[src/hw/irs_pkg.sv]
// Package: register map, field positions and limits of the vertical resizer
package irs_pkg;
    // Register byte offsets
    localparam logic [7:0] IRS_REG_CTRL = 8'h00;
    localparam logic [7:0] IRS_REG_SCALE_D = 8'h04;
    localparam logic [7:0] IRS_REG_INITIAL_VPHASE = 8'h08;
    localparam logic [7:0] IRS_REG_VERTICAL_INPUT_START = 8'h0c;
    localparam logic [7:0] IRS_REG_VERTICAL_INPUT_HEIGHT = 8'h10;
    localparam logic [7:0] IRS_REG_VERTICAL_OUTPUT_HEIGHT = 8'h14;
    localparam logic [7:0] IRS_REG_DEST_BASE_ADDRESS = 8'h18;
    localparam logic [7:0] IRS_REG_DEST_START_ADDRESS = 8'h1c;
    localparam logic [7:0] IRS_REG_DEST_LINE_PITCH = 8'h20;
    localparam logic [7:0] IRS_REG_DEST_START_LINE = 8'h24;
    localparam logic [7:0] IRS_REG_LAST_VPHASE_STATUS = 8'h28;
    localparam logic [7:0] IRS_REG_OUTPUT_LINE_COUNT_STATUS = 8'h2c;
    localparam logic [7:0] IRS_REG_OUTPUT_LINE_POINTER_STATUS = 8'h30;
    localparam logic [7:0] IRS_REG_BUSY_STATUS = 8'h34;
    // Control register fields
    localparam int IRS_CTRL_START_BIT = 0;
    localparam int IRS_CTRL_TMM_BIT = 1;
    // Phase unit: one input line spacing
    localparam logic [15:0] IRS_PHASE_ONE = 16'h0100;
    // Ratio limits: 256/d between 1/16 and 8x
    localparam logic [15:0] IRS_D_MIN = 16'h0020;
    localparam logic [15:0] IRS_D_MAX = 16'h1000;
    // Reset values
    localparam logic [15:0] IRS_D_RESET = 16'h0100;
    localparam logic [15:0] IRS_PHASE_RESET = 16'h0000;
    // Sequencer states
    typedef enum logic [2:0] {
        IRS_ST_IDLE = 3'b000,
        IRS_ST_WAIT_SOF = 3'b001,
        IRS_ST_RUN = 3'b010,
        IRS_ST_EMIT = 3'b011,
        IRS_ST_DONE = 3'b100
    } irs_state_type;
endpackage

[src/hw/irs_phase_if.sv]
// Interface: control and result of the vertical phase accumulator
`timescale 1ns/1ps
interface irs_phase_if;
    logic load; // Take initial phase
    logic [15:0] init; // Initial phase value
    logic step; // Advance by d after an output line
    logic wrap; // Move to next input line pair
    logic [15:0] d; // Vertical resize parameter
    logic [15:0] phase; // Current phase
    logic below; // Phase inside current line pair
    modport ctl (output load, init, step, wrap, d, input phase, below);
    modport eng (input load, init, step, wrap, d, output phase, below);
endinterface

[src/hw/irs_vresize.sv]
// Vertical resizer sequencer for one block of a divided frame
// Function
// - Scale every block by 256 over d
// - Write last output line phase after block
// - Record produced output line count per block
// - Write next destination line pointer per block
// - Shadowed settings apply at the frame start that begins an armed block
`timescale 1ns/1ps
module irs_vresize
    import irs_pkg::*;
#(
    parameter int LINE_W = 16
)
(
    input wire logic clk_sys,
    input wire logic sys_rst,
    input wire logic [7:0] reg_addr,
    input wire logic [31:0] reg_wdata,
    input wire logic reg_wr,
    input wire logic reg_rd,
    output logic [31:0] reg_rdata,
    input wire logic frame_start,
    input wire logic horizontal_sync,
    output logic out_line_strobe,
    output logic [31:0] out_line_addr,
    output logic [15:0] out_line_phase,
    output logic block_busy,
    output logic block_done
);
    // Parameter check at elaboration; line fields must fit the data word
    if (LINE_W < 2 || LINE_W > 32)
    begin : g_line_w_bad
        $error("LINE_W out of range");
    end

    // Software side copies, read back as stored; scale d is clamped to its limits
    logic [15:0] sw_d;
    logic [15:0] sw_phase;
    logic [LINE_W-1:0] sw_vstart;
    logic [LINE_W-1:0] sw_vheight;
    logic [LINE_W-1:0] sw_oheight;
    logic [31:0] sw_base;
    logic [31:0] sw_saddr;
    logic [31:0] sw_pitch;
    logic [LINE_W-1:0] sw_sline;
    logic sw_tmm;
    // Active copies taken at frame start
    logic [15:0] act_d;
    logic [LINE_W-1:0] act_vstart;
    logic [LINE_W-1:0] act_vheight;
    logic [LINE_W-1:0] act_oheight;
    logic [31:0] act_pitch;
    logic [LINE_W-1:0] act_sline;
    logic act_tmm;
    // Status registers
    logic [15:0] last_vphase_status;
    logic [LINE_W-1:0] output_line_count_status;
    logic [LINE_W-1:0] output_line_pointer_status;
    // Sequencer state and counters
    irs_state_type state;
    logic armed; // Start requested while busy, waits for idle
    logic [LINE_W-1:0] lines_in; // Input lines seen in block
    logic [LINE_W-1:0] out_cnt; // Output lines produced
    logic [31:0] next_addr; // Destination of next output line
    logic [15:0] last_phase; // Phase of last output line
    logic sof_take; // Frame start begins a block
    logic in_pair; // Line closes a pair inside the window
    logic stop_now; // Input line budget used up
    logic out_full; // Output line budget used up
    logic start_wr; // Start bit written
    logic [31:0] rd_mux;

    irs_phase_if ph ();

    irs_vphase u_vphase (
        .clk_sys(clk_sys),
        .sys_rst(sys_rst),
        .ph(ph)
    );

    assign start_wr = reg_wr && reg_addr == IRS_REG_CTRL
                      && reg_wdata[IRS_CTRL_START_BIT];
    assign sof_take = state == IRS_ST_WAIT_SOF && frame_start;
    assign in_pair = horizontal_sync && lines_in > act_vstart;
    // terminal mode choice
    // Input count ends only after the closing pair is emitted
    assign stop_now = act_tmm && lines_in >= act_vheight;
    assign out_full = !act_tmm && out_cnt >= act_oheight;

    // Phase engine control
    // one step of d per output line
    assign ph.d = act_d;
    assign ph.init = sw_phase;
    assign ph.load = sof_take;
    assign ph.step = state == IRS_ST_EMIT && ph.below && !out_full;
    assign ph.wrap = state == IRS_ST_EMIT && !ph.below;

    // Register writes; start is a pulse and is not stored
    always_ff @(posedge clk_sys or posedge sys_rst)
    begin
        if (sys_rst)
        begin
            sw_d <= IRS_D_RESET;
            sw_phase <= IRS_PHASE_RESET;
            sw_vstart <= '0;
            sw_vheight <= '0;
            sw_oheight <= '0;
            sw_base <= '0;
            sw_saddr <= '0;
            sw_pitch <= '0;
            sw_sline <= '0;
            sw_tmm <= 1'b0;
        end
        else if (reg_wr)
        begin
            case (reg_addr)
                IRS_REG_CTRL: sw_tmm <= reg_wdata[IRS_CTRL_TMM_BIT];
                IRS_REG_SCALE_D:
                    sw_d <= reg_wdata[15:0] < IRS_D_MIN ? IRS_D_MIN :
                            reg_wdata[15:0] > IRS_D_MAX ? IRS_D_MAX :
                            reg_wdata[15:0];
                IRS_REG_INITIAL_VPHASE: sw_phase <= reg_wdata[15:0];
                IRS_REG_VERTICAL_INPUT_START:
                    sw_vstart <= reg_wdata[LINE_W-1:0];
                IRS_REG_VERTICAL_INPUT_HEIGHT:
                    sw_vheight <= reg_wdata[LINE_W-1:0];
                IRS_REG_VERTICAL_OUTPUT_HEIGHT:
                    sw_oheight <= reg_wdata[LINE_W-1:0];
                IRS_REG_DEST_BASE_ADDRESS: sw_base <= reg_wdata;
                IRS_REG_DEST_START_ADDRESS: sw_saddr <= reg_wdata;
                IRS_REG_DEST_LINE_PITCH: sw_pitch <= reg_wdata;
                IRS_REG_DEST_START_LINE: sw_sline <= reg_wdata[LINE_W-1:0];
                default: ;
            endcase
        end
    end

    // Shadow transfer at frame start of an armed block
    // settings latched only at frame start
    always_ff @(posedge clk_sys or posedge sys_rst)
    begin
        if (sys_rst)
        begin
            act_d <= IRS_D_RESET;
            act_vstart <= '0;
            act_vheight <= '0;
            act_oheight <= '0;
            act_pitch <= '0;
            act_sline <= '0;
            act_tmm <= 1'b0;
        end
        else if (sof_take)
        begin
            act_d <= sw_d;
            act_vstart <= sw_vstart;
            act_vheight <= sw_vheight;
            act_oheight <= sw_oheight;
            act_pitch <= sw_pitch;
            act_sline <= sw_sline;
            act_tmm <= sw_tmm;
        end
    end

    // Block sequencer
    // one independent pass per block
    always_ff @(posedge clk_sys or posedge sys_rst)
    begin
        if (sys_rst)
            state <= IRS_ST_IDLE;
        else
        begin
            case (state)
                IRS_ST_IDLE:
                    if (armed || start_wr)
                        state <= IRS_ST_WAIT_SOF;
                IRS_ST_WAIT_SOF:
                    if (frame_start)
                        state <= IRS_ST_RUN;
                IRS_ST_RUN:
                    if (in_pair)
                        state <= IRS_ST_EMIT;
                IRS_ST_EMIT:
                    if (out_full || (!ph.below && stop_now))
                        state <= IRS_ST_DONE;
                    else if (!ph.below)
                        state <= IRS_ST_RUN;
                IRS_ST_DONE:
                    state <= IRS_ST_IDLE;
                default:
                    state <= IRS_ST_IDLE;
            endcase
        end
    end

    // Start request kept while a block is still finishing
    always_ff @(posedge clk_sys or posedge sys_rst)
    begin
        if (sys_rst)
            armed <= 1'b0;
        else if (start_wr && state != IRS_ST_IDLE)
            armed <= 1'b1;
        else if (state == IRS_ST_IDLE)
            armed <= 1'b0;
    end

    // Input line counter; syncs in EMIT are lost, hence the line budget
    always_ff @(posedge clk_sys or posedge sys_rst)
    begin
        if (sys_rst)
            lines_in <= '0;
        else if (sof_take)
            lines_in <= '0;
        else if (state == IRS_ST_RUN && horizontal_sync)
            lines_in <= lines_in + 1'b1;
    end

    // Output line generation and destination walk
    always_ff @(posedge clk_sys or posedge sys_rst)
    begin
        if (sys_rst)
        begin
            out_cnt <= '0;
            next_addr <= '0;
            last_phase <= IRS_PHASE_ONE;
            out_line_strobe <= 1'b0;
            out_line_addr <= '0;
            out_line_phase <= '0;
        end
        else
        begin
            out_line_strobe <= ph.step;
            if (sof_take)
            begin
                out_cnt <= '0;
                next_addr <= sw_saddr;
                last_phase <= IRS_PHASE_ONE;
            end
            else if (ph.step)
            begin
                out_cnt <= out_cnt + 1'b1;
                next_addr <= next_addr + act_pitch;
                last_phase <= ph.phase;
                out_line_addr <= next_addr;
                out_line_phase <= ph.phase;
            end
        end
    end

    // Status update at block end, held until the next block ends
    // written together
    always_ff @(posedge clk_sys or posedge sys_rst)
    begin
        if (sys_rst)
        begin
            last_vphase_status <= IRS_PHASE_RESET;
            output_line_count_status <= '0;
            output_line_pointer_status <= '0;
        end
        else if (state == IRS_ST_DONE)
        begin
            last_vphase_status <= last_phase;
            output_line_count_status <= out_cnt;
            output_line_pointer_status <= act_sline + out_cnt;
        end
    end

    // Busy and done flags
    always_ff @(posedge clk_sys or posedge sys_rst)
    begin
        if (sys_rst)
        begin
            block_busy <= 1'b0;
            block_done <= 1'b0;
        end
        else
        begin
            block_busy <= state != IRS_ST_IDLE || start_wr;
            block_done <= state == IRS_ST_DONE;
        end
    end

    // Read mux; unmapped offsets read zero
    always_comb
    begin
        rd_mux = '0;
        case (reg_addr)
            IRS_REG_CTRL: rd_mux[IRS_CTRL_TMM_BIT] = sw_tmm;
            IRS_REG_SCALE_D: rd_mux[15:0] = sw_d;
            IRS_REG_INITIAL_VPHASE: rd_mux[15:0] = sw_phase;
            IRS_REG_VERTICAL_INPUT_START: rd_mux[LINE_W-1:0] = sw_vstart;
            IRS_REG_VERTICAL_INPUT_HEIGHT: rd_mux[LINE_W-1:0] = sw_vheight;
            IRS_REG_VERTICAL_OUTPUT_HEIGHT: rd_mux[LINE_W-1:0] = sw_oheight;
            IRS_REG_DEST_BASE_ADDRESS: rd_mux = sw_base;
            IRS_REG_DEST_START_ADDRESS: rd_mux = sw_saddr;
            IRS_REG_DEST_LINE_PITCH: rd_mux = sw_pitch;
            IRS_REG_DEST_START_LINE: rd_mux[LINE_W-1:0] = sw_sline;
            IRS_REG_LAST_VPHASE_STATUS: rd_mux[15:0] = last_vphase_status;
            IRS_REG_OUTPUT_LINE_COUNT_STATUS:
                rd_mux[LINE_W-1:0] = output_line_count_status;
            IRS_REG_OUTPUT_LINE_POINTER_STATUS:
                rd_mux[LINE_W-1:0] = output_line_pointer_status;
            IRS_REG_BUSY_STATUS: rd_mux[0] = block_busy;
            default: rd_mux = '0;
        endcase
    end

    // Read data stands only in the cycle after the strobe
    always_ff @(posedge clk_sys or posedge sys_rst)
    begin
        if (sys_rst)
            reg_rdata <= '0;
        else
            reg_rdata <= reg_rd ? rd_mux : '0;
    end
endmodule

[src/hw/irs_vphase.sv]
// Vertical phase accumulator of the resizer
`timescale 1ns/1ps
module irs_vphase
    import irs_pkg::*;
(
    input wire logic clk_sys,
    input wire logic sys_rst,
    irs_phase_if.eng ph
);
    // Phase register; load wins over step and wrap
    always_ff @(posedge clk_sys or posedge sys_rst)
    begin
        if (sys_rst)
            ph.phase <= IRS_PHASE_RESET;
        else if (ph.load)
            ph.phase <= ph.init;
        else if (ph.step)
            ph.phase <= ph.phase + ph.d;
        else if (ph.wrap)
            ph.phase <= ph.phase - IRS_PHASE_ONE;
    end

    // Output lines are made only while phase is inside the pair
    assign ph.below = ph.phase < IRS_PHASE_ONE;
endmodule

[config.mk]
export PLATFORM = sky130hd
export DESIGN_NAME = irs_vresize
export DESIGN_NICKNAME = d
export VERILOG_FILES = /design/src/hw/irs_pkg.sv /design/src/hw/irs_phase_if.sv /design/src/hw/irs_vresize.sv /design/src/hw/irs_vphase.sv
export SDC_FILE = /design/constraint.sdc
export NUM_CORES = 1
export LEC_CHECK = 0
export ABC_AREA = 1
export BUFFER_PORTS_ARGS = -buffer_cell sky130_fd_sc_hd__buf_2
export CAP_MARGIN = 20
export CORE_ASPECT_RATIO = 1.25
export CORE_MARGIN = 1
export CORE_UTILIZATION = 62
export DETAILED_ROUTE_END_ITERATION = 8
export PLACE_DENSITY = 0.8
export RECOVER_POWER = 25
export SYNTH_ARGS = -nofsm -noshare
export SYNTH_HDL_FRONTEND = slang
export SYNTH_SLANG_ARGS = --single-unit
[constraint.sdc]
create_clock -name clk_sys -period 20.1 [get_ports clk_sys]
set_clock_uncertainty 0.1 [all_clocks]
set_input_delay 1.005 -clock clk_sys [delete_from_list [all_inputs] [get_ports clk_sys]]
set_output_delay 1.005 -clock clk_sys [all_outputs]
set_load 0.005 [all_outputs]
# Word-level counts from Yosys, hierarchy flattened
# Index checks and enable logic that the tools add are counted.
totals:
  regBits: 537
  output_inout_bits: 83
  input_bits: 46
classes:
  n_reduce_logical: 37
  n_bitwise: 1
  n_mux: 26
  order_cmp: 6
  eq_ne: 21
  n_addsub: 6
ops:
  columns: ["cell", "count"]
  rows:
  - ["$mux 16", 11]
  - ["$pmux 14 s12", 1]
  - ["$mux 32", 3]
  - ["$eq 8x6->1 const B", 6]
  - ["$pmux 16 s3", 1]
  - ["$add 16x1->16 const B", 2]
  - ["$add 16x16->16", 2]
  - ["$add 32x32->32", 1]
  - ["$eq 8x5->1 const B", 4]
  - ["$ge 16x16->1", 2]
  - ["$pmux 1 s13", 2]
  - ["$reduce_and 2->1", 11]
  - ["$eq 8x4->1 const B", 2]
  - ["$gt 16x13->1 const B", 1]
  - ["$gt 16x16->1", 1]
  - ["$lt 16x6->1 const B", 1]
  - ["$lt 16x9->1 const B", 1]
  - ["$sub 16x9->16 const B", 1]
  - ["$mux 3", 5]
  - ["$logic_and 1x1->1", 12]
  - ["$pmux 3 s4", 1]
  - ["$eq 8x3->1 const B", 1]
  - ["$logic_not 8->1", 1]
  - ["$eq 3x2->1 const B", 2]
  - ["12 further kinds", 22]

# Longest topological paths before layout
# Gate-level depths: netlist (run 1).
logic_depth:
  word_depth: 6
  ltp_mapped: 17
  ltp_nobuf: 17

# Hierarchy
# Synthesis (run 1) repeated with hierarchy kept, for this count alone.
hier_totals:
  cells_unflattened: 3480
  area_unflattened_um2: 27418.8
by_module_without_submodules:
  columns: ["module", "area_each_um2", "seq_area_each_um2", "cells_per_inst", "instances"]
  rows:
  - ["irs_vresize", 25540.7, 13041.3, 3170, 1]
  - ["irs_vphase", 1878.1, 400.4, 310, 1]

# Least setup slack after synthesis (run 1)
# No wires, ideal clock.
synth_path:
  path_type: "input-to-reg"
  start: "input port reg_addr[7]"
  end: "register state[1]"
  path_buffers: 0
  arrival_ns: 2.173
  setup_time_ns: 0.120
  path_slack_ns: 17.707
  cell_stages: 12
  path_cell_list: "nor2_1 nand3_1 inv_1 nand2_1 nor2_1 nand2_1 nand3_1 nand2_1 inv_1 nand2_1 o21ai_0 nand2_1"
synth_between:
  elab_chain_cells: 6
synth_rtl:
  columns: ["item", "line_no", "source"]
  rows:
  - ["start, declared", "irs_vresize.sv:17", "input wire logic [7:0] reg_addr,"]
  - ["$logic_not 8->1", "irs_vresize.sv:81", "assign start_wr = reg_wr && reg_addr == IRS_REG_CTRL"]
  - ["$logic_and 1x1->1", "irs_vresize.sv:81", null]
  - ["$logic_and 1x1->1", "irs_vresize.sv:82", "&& reg_wdata[IRS_CTRL_START_BIT];"]
  - ["$logic_or 1x1->1", "irs_vresize.sv:174", "if (armed || start_wr)"]
  - ["$ne 2x2->1 (no line)", null, null]
  - ["$reduce_and 4->1 (no line)", null, null]
  - ["end signal, assigned", "irs_vresize.sv:175", "state <= IRS_ST_WAIT_SOF;"]
  - ["end signal, assigned", "irs_vresize.sv:178", "state <= IRS_ST_RUN;"]
  - ["end signal, assigned", "irs_vresize.sv:181", "state <= IRS_ST_EMIT;"]
  - ["end, declared", "irs_vresize.sv:60", "irs_state_type state;"]
# Every way passes these cells.
# A chain may end at the register's enable or synchronous reset.

# Worst setup path in the final report (run 1)
layout_path:
  start: "register state[2]"
  end: "register u_vphase.ph.phase[9]"
layout_between:
  elab_chain_cells: 5
  elab_cells_between_ends: 9
layout_rtl:
  columns: ["item", "line_no", "source"]
  rows:
  - ["start signal, assigned", "irs_vresize.sv:169", "state <= IRS_ST_IDLE;"]
  - ["start signal, assigned", "irs_vresize.sv:175", null]
  - ["start signal, assigned", "irs_vresize.sv:178", null]
  - ["$eq 3x2->1", "irs_vresize.sv:95, irs_vresize.sv:96", null]
  - ["$logic_and 1x1->1 (2 in series)", "irs_vresize.sv:95", "assign ph.step = state == IRS_ST_EMIT && ph.below && !out_full;"]
  - ["$mux 16", "irs_vphase.sv:17", "else if (ph.step)"]
  - ["$mux 16", "irs_vphase.sv:15", "else if (ph.load)"]
  - ["end signal, assigned", "irs_vphase.sv:16", "ph.phase <= ph.init;"]
  - ["end signal, assigned", "irs_vphase.sv:18", "ph.phase <= ph.phase + ph.d;"]
  - ["end signal, assigned", "irs_vphase.sv:20", "ph.phase <= ph.phase - IRS_PHASE_ONE;"]
  - ["end, declared", "irs_phase_if.sv:12", "modport eng (input load, init, step, wrap, d, output phase, below);"]
# Several ways; a longest one is shown, not always the timed one.

==> results of run 1 <==
[cells by family after synthesis]
group           synth area share
compound gates             0.134
fa+ha+maj                 0.0537
xor+xnor                  0.0135
buf+inv                   0.0803
simple gates               0.224
flops                      0.494
[cell type report]
cell class / count / area share
Clock buffer: 78 / 0.0540
Timing Repair Buffer: 149 / 0.0261
Antenna cell: 1 / 0.0000833
Multi-Input combinational cell: 2323 / 0.386
Sequential cell: 537 / 0.448
Inverter: 425 / 0.0532
Tap cell: 565 / 0.0235
Clock inverter: 22 / 0.00933
[cell usage in the layout (no fill, tap or decap), drive strengths merged, types with 12 or more instances in the layout]
master and count:
a211oi 12, a21oi 114, buf 107, clkbuf 120
dfrtp 534, ha 112, inv 424, nand2 1035
nand3 178, nand4 30, nor2 194, nor3 28
o211ai 33, o21ai 442, o22ai 29, xor2 34
[worst max path at each step]
stage,start,endpoint,slack [ns],depth (start not counted)
CTS,reg_addr[1],sw_pitch[17],16.54,9
global placement,reg_addr[1],sw_pitch[15],16.08,9
global route,sys_rst,act_d[13],13.70,3
detailed placement,reg_addr[1],sw_pitch[13],15.93,9
finish,state[2],u_vphase.ph.phase[9],14.23,9
floorplan,sys_rst,act_d[0],3.99,1
[layer usage]
| layer | wire [µm] | vias up | global-route usage | share of wire |
|---|---|---|---|---|
| li1 | - | 11200 | - | - |
| met1 | 33000 | 11700 | 0.499 | 0.39 |
| met2 | 38500 | 1246 | 0.601 | 0.46 |
| met3 | 7600 | 302 | 0.0763 | 0.090 |
| met4 | 4990 | 2 | 0.207 | 0.059 |
| met5 | 13 | - | 0 | 0.00015 |
[critical path, stage by stage (launching register included)]
cell,delay (ns)
dfrtp_1,0.47
nor2_1,0.14
nand3_4,0.07
clkbuf_1,2.14
clkinv_2,1.65
buf_4,0.66
nand2_1,0.18
nand3_1,0.10
nand2_1,0.07
nand2_1,0.05
[registers in the layout, summed over array words and instances, names as in the netlist, 32 cells and up]
signal         flops
sw_saddr          32
next_addr         32
reg_rdata         32
out_line_addr     32
sw_pitch          32
act_pitch         32
sw_base           32
[report_power, final]
group / total [mW] / internal [mW] / switching [mW]
Combinational: 0.931 / 0.311 / 0.620
Sequential: 1.40 / 1.26 / 0.140
Clock: 1.07 / 0.637 / 0.433
==> results.cfg, run 1 <==
[synthesis]
ys.flop_type = dfrtp_1
synth-seq-cells = 537
ys_async_sr_fraction = 1.00
synth_most_common_cell = nand2_1
ys_warn_count = 0
syn_inst = 3411
synth.largest_area_cell = dfrtp_1
seq_area_frac_synth = 0.494
yosys-top-cells-area = dfrtp_1 (49%), nand2_1 (14%), o21ai_0 (7.8%), inv_1 (5.8%), ha_1 (5.2%)
yosysUniqueCellTypes = 52
synth_area_um2 = 27200
synth_edf_count = 0
synthTopCellsByCount = nand2_1 (1029), dfrtp_1 (534), o21ai_0 (425), inv_1 (420), nor2_1 (189)
synth_fp_nets = 3572
synth_top_area_frac = 0.491
avgSynthCellArea_um2 = 7.98

[status]
status = finished, violations left
violations = max-capacitance violations, max-slew violations

[detailed_routing]
wl_per_cell_um = 20.5
wirelength_um = 84100
drtIter0Drc = 2647
ant_nets = 0
vias_per_cell = 5.95
vias = 24400
drt_pass1_iterations = 8
drc = 0

[sta]
tightest_slew_ns = 6.36
period_needed_ns = 5.87
hold_viol = 0
grt_setup_unrepaired = false
period_share = 0.292
timing.hold.ws_ns = 0.378
setup_viol = 0
setup_tns_ns = 0
slew_headroom = -3.26
slew_violations = 285
layout_setup_ws_ns = 14.23
max_freq_mhz = 170

[clocking]
cts_setup_buffers = 0
cts.repair.resized = 0
cts_tree = done
numCtsBuffers = 53
cts_buffer_depth = 3
cts_max_level = 2
clk_pin_slew_ns = 0.07
clockRootBuffer = clkbuf_16
clk_latency_ns = 0.61
clock-sinks = 537
ctsHoldBuffers = 0

[place]
preCtsSetupSlack_ns = 15.93
place_area_um2 = 28100
dp.cells = 3996
globalplace.congestion = 0.983
hpwl_um = 59500
port_buffers = 128

[worst_hold_path]
min_to = last_phase[8]
hold_class = flip-flop to flip-flop
hold_start = last_phase[8]
whs_path_depth = 2

[floorplanning]
num_rows = 85
io_pins = 129
fp.dieW_um = 189
start_util = 0.630
dieArea_um2 = 44700
die_height_um = 236
core_area_um2 = 43200

[cells_and_area]
fin_area_um2 = 30000
multi_input_area_um2 = 11600
area_growth_pct = 10.4
final_cells = 4100
ff_latch_area_um2 = 13400
finish.utilization = 0.695
n_fill_cell = 3481
final_net_count = 3650
drive_gt1_frac = 0.0665

[flow_run]
maxCapViolCount = 3

[critical_path]
reg2reg_depth = 9
critPathRequiredTime_ns = 20.50
cp.arrival_ns = 6.27
path_class = flip-flop to flip-flop
worstPathMaxFanout = 62
cp-start-kind = flip-flop
reg2reg_slack_ns = 14.23
r2r-end = u_vphase.ph.phase[9]
cp-end-kind = flip-flop
rr_startpoint = state[2]

[global_routing]
track_usage = 0.383
grt_pass1_vias = 23700
antenna_found_initial = 1
grt_pass1_wl_um = 131000
gr-total-overflow = 0
grt_max_degree = 191

[power_and_ir_drop]
p_leak_nw = 15.0
power_mw = 3.40
ir_drop_mv = 0.107
powerDensity_nw_per_um2 = 113
No activity file was read; power rests on OpenSTA's default activity.
==> run 2, diff against run 1 <==
--- a/config.mk
+++ b/config.mk
@@ -5,14 +5,14 @@
 export SDC_FILE = /design/constraint.sdc
 export NUM_CORES = 1
 export LEC_CHECK = 0
-export ABC_AREA = 1
+export ABC_AREA = 0
 export BUFFER_PORTS_ARGS = -buffer_cell sky130_fd_sc_hd__buf_2
 export CAP_MARGIN = 20
 export CORE_ASPECT_RATIO = 1.25
 export CORE_MARGIN = 1
-export CORE_UTILIZATION = 62
+export CORE_UTILIZATION = 56
 export DETAILED_ROUTE_END_ITERATION = 8
-export PLACE_DENSITY = 0.8
+export PLACE_DENSITY = 0.77
 export RECOVER_POWER = 25
 export SYNTH_ARGS = -nofsm -noshare
 export SYNTH_HDL_FRONTEND = slang
==> constraint.sdc (replaced) <==
create_clock -name clk_sys -period 4.9 [get_ports clk_sys]
set_clock_uncertainty 0.1 [all_clocks]
set_input_delay 0.245 -clock clk_sys [delete_from_list [all_inputs] [get_ports clk_sys]]
set_output_delay 0.245 -clock clk_sys [all_outputs]
set_load 0.005 [all_outputs]
==> run 2 against run 1 <==
Against the previous run:
- wire length shrank 12%
- largest cell class unchanged
- area after synthesis shrank 3.9%
- critical endpoint is now state[1]
- sequential share of layout area grew 1.1 points
- hold slack lost 0.38 ns
- flip-flop and latch count is the same
- non-clock buffer count grew 39
- critical path depth grew 2
- largest power group unchanged
- synthesized cell count shrank 26%
- cell area shrank 2.4%
- the run ends with negative hold slack, max-capacitance violations, max-slew violations left
==> results.cfg, run 2 <==
[flow_run]
maxCapViolCount = 3

[sta]
setup_viol = 0
tightest_slew_ns = 2.24
grt_setup_unrepaired = false
period_share = 0.769
slew_headroom = -0.491
max_freq_mhz = 265
layout_setup_ws_ns = 1.13
timing.hold.ws_ns = -0.00526
slew_violations = 200
period_needed_ns = 3.77
hold_viol = 1

[clocking]
cts.repair.resized = 0
clockRootBuffer = clkbuf_16
cts_tree = done
clk_latency_ns = 0.62
cts_setup_buffers = 0
clock-sinks = 537
cts_max_level = 2
clk_pin_slew_ns = 0.06
cts_buffer_depth = 3
numCtsBuffers = 53

[status]
violations = negative hold slack, max-capacitance violations, max-slew violations
status = finished, violations left

[synthesis]
synth_most_common_cell = nand2_1
synth-seq-cells = 537
yosysUniqueCellTypes = 86
synth.largest_area_cell = dfrtp_1
synth_fp_nets = 2678
syn_inst = 2517
ys_async_sr_fraction = 1.00
yosys-top-cells-area = dfrtp_1 (51%), mux2_2 (8.8%), nand2_1 (8.3%), ha_1 (5.4%), o21ai_0 (2.6%)
synth_edf_count = 0
synth_area_um2 = 26200
ys_warn_count = 0
synthTopCellsByCount = nand2_1 (576), dfrtp_1 (534), mux2_2 (205), o21ai_0 (136), ha_1 (112)
avgSynthCellArea_um2 = 10.4
ys.flop_type = dfrtp_1
seq_area_frac_synth = 0.514
synth_top_area_frac = 0.511

[floorplanning]
fp.dieW_um = 195
num_rows = 88
io_pins = 129
core_area_um2 = 46100
dieArea_um2 = 47600
start_util = 0.567
die_height_um = 244

[power_and_ir_drop]
power.internal_mw = 8.82
combPwrFrac = 0.236
p_switching_mw = 4.26
powerDensity_nw_per_um2 = 446
p_clk_frac = 0.319
ir_drop_mv = 0.332
p_seq_frac = 0.445
p_leak_nw = 14.8
swShare = 0.326
power_mw = 13.1

[critical_path]
reg2reg_slack_ns = 1.30
crit_chain = clkbuf_1 > or4_1 > nor3_1 > a31oi_1 > o22ai_1 > nor2_1 > a21oi_1 > o22ai_1 > nor2_1 > a21boi_1 > a311oi_1
critPathMaxStageDelay_ns = 0.90
worstPathMaxFanout = 29
r2r-end = u_vphase.ph.phase[10]
critPathLaunch = reg_addr[2]
cp_slowest_cell = or4_1
path_class = primary input to flip-flop
critPathRequiredTime_ns = 5.27
reg2reg_depth = 13
cp.arrival_ns = 4.14
rr_startpoint = out_cnt[0]
cp-end-kind = flip-flop
cp-start-kind = primary input

[cells_and_area]
layout_common_cells = nand2_1 (575), dfrtp_1 (534), mux2_2 (205)
area_growth_pct = 12.1
multi_input_area_um2 = 11900
final_net_count = 2789
ff_latch_area_um2 = 13400
n_fill_cell = 3624
final_common_cell = nand2_1
fin_area_um2 = 29300
drive_gt1_frac = 0.174

[place]
preCtsSetupSlack_ns = 1.31
port_buffers = 128
globalplace.congestion = 0.931
hpwl_um = 49700
place_area_um2 = 27300

[global_routing]
grt_pass1_wl_um = 116000
grt_pass1_vias = 20400
gr-total-overflow = 0
track_usage = 0.317
antenna_found_initial = 2
grt_max_degree = 242

[detailed_routing]
drc = 0
ant_nets = 0
drt_pass1_iterations = 7
vias = 20000
drtIter0Drc = 1570
vias_per_cell = 6.15
wirelength_um = 74400
wl_per_cell_um = 22.8

[worst_hold_path]
min_to = sw_d[11]
hold_class = primary input to flip-flop
hold_start = reg_wdata[11]
whs_path_depth = 2
-- run 2: cell count changes after synthesis, moves of 24 or more --
cell and change:
mux2_2 +205, nor2b_1 +28, inv_1 -342, nor2_1 -89, a21o_1 +37, o22ai_1 -24
nand3_1 -149, a22oi_1 +60, o21ai_0 -289, xnor2_1 +31, nand2_1 -453, a221oi_1 +24
a21oi_1 -58
-- run 2: critical path, delay by kind of cell --
family | cells | cell delay, ns
AOI/OAI and AO/OA | 6 | 1.17
buffers and inverters | 1 | 0.81
and+or+nand+nor | 4 | 1.90
-- run 2: logic make-up (layout without fill, tap and decap cells) --
logic type | count (synthesis) | count (layout) | synth area share
xor gates and xnor gates | 73 | 73 | 0.0244
AOI/OAI and AO/OA | 481 | 481 | 0.128
adders and majority gates | 115 | 115 | 0.0559
DFF | 537 | 537 | 0.514
other | 0 | 1 | 0
muxes | 227 | 227 | 0.0986
buffers and inverters | 212 | 366 | 0.0334
and+or+nand+nor | 872 | 872 | 0.146
-- run 2: worst max path at each step --
stage,end,slack [ns],cells past startpoint
finish,state[1],1.13,11
global route,state[1],0.98,11
floorplan,act_d[0],-2.74,1
CTS,next_addr[28],1.29,13
global placement,next_addr[28],1.37,13
detailed placement,next_addr[28],1.31,13
-- run 2: final cells by class --
class | instances | share of cell area
Sequential cell | 537 | 0.459
Multi-Input combinational cell | 1768 | 0.405
Clock buffer | 76 | 0.0523
Timing Repair Buffer | 188 | 0.0407
Tap cell | 585 | 0.0250
Inverter | 80 | 0.0103
Clock inverter | 22 | 0.00828
Antenna cell | 1 | 0.0000854
-- run 2: what timing repair did --
item / CTS / global route
setup endpoints to repair: 0 / 0
hold endpoints to repair: 158 / 0
hold buffers: 32 / 0
-- run 2: metal layers --
| metal | global-route usage | routed length, µm | part of all wire |
|---|---|---|---|
| met1 | 0.393 | 28800 | 0.39 |
| met2 | 0.532 | 36300 | 0.49 |
| met3 | 0.0516 | 4990 | 0.067 |
| met4 | 0.172 | 4280 | 0.058 |
| met5 | 0 | 0 | 0 |
-- run 2: power groups by stage --
| stage | Combinational [mW] | Sequential (mW) | Clock [mW] |
|---|---|---|---|
| floorplan | 2.29 | 5.64 | 0 |
| global placement | 2.89 | 5.82 | 0 |
| detailed placement | 3.03 | 5.86 | 0 |
| CTS | 3.08 | 5.79 | 4.22 |
| global route | 3.45 | 5.89 | 4.40 |
| finish | 3.09 | 5.82 | 4.17 |
-- run 2: through the flow --
stage	std cells	setup TNS, ns	utilization
4_1_cts	3255	0	0.637
2_1_floorplan	2517	-1467.70	-
5_1_grt	3257	0	0.635
3_3_place_gp	3125	0	0.591
6_report	3257	0	0.635
3_5_place_dp	3125	0	0.591
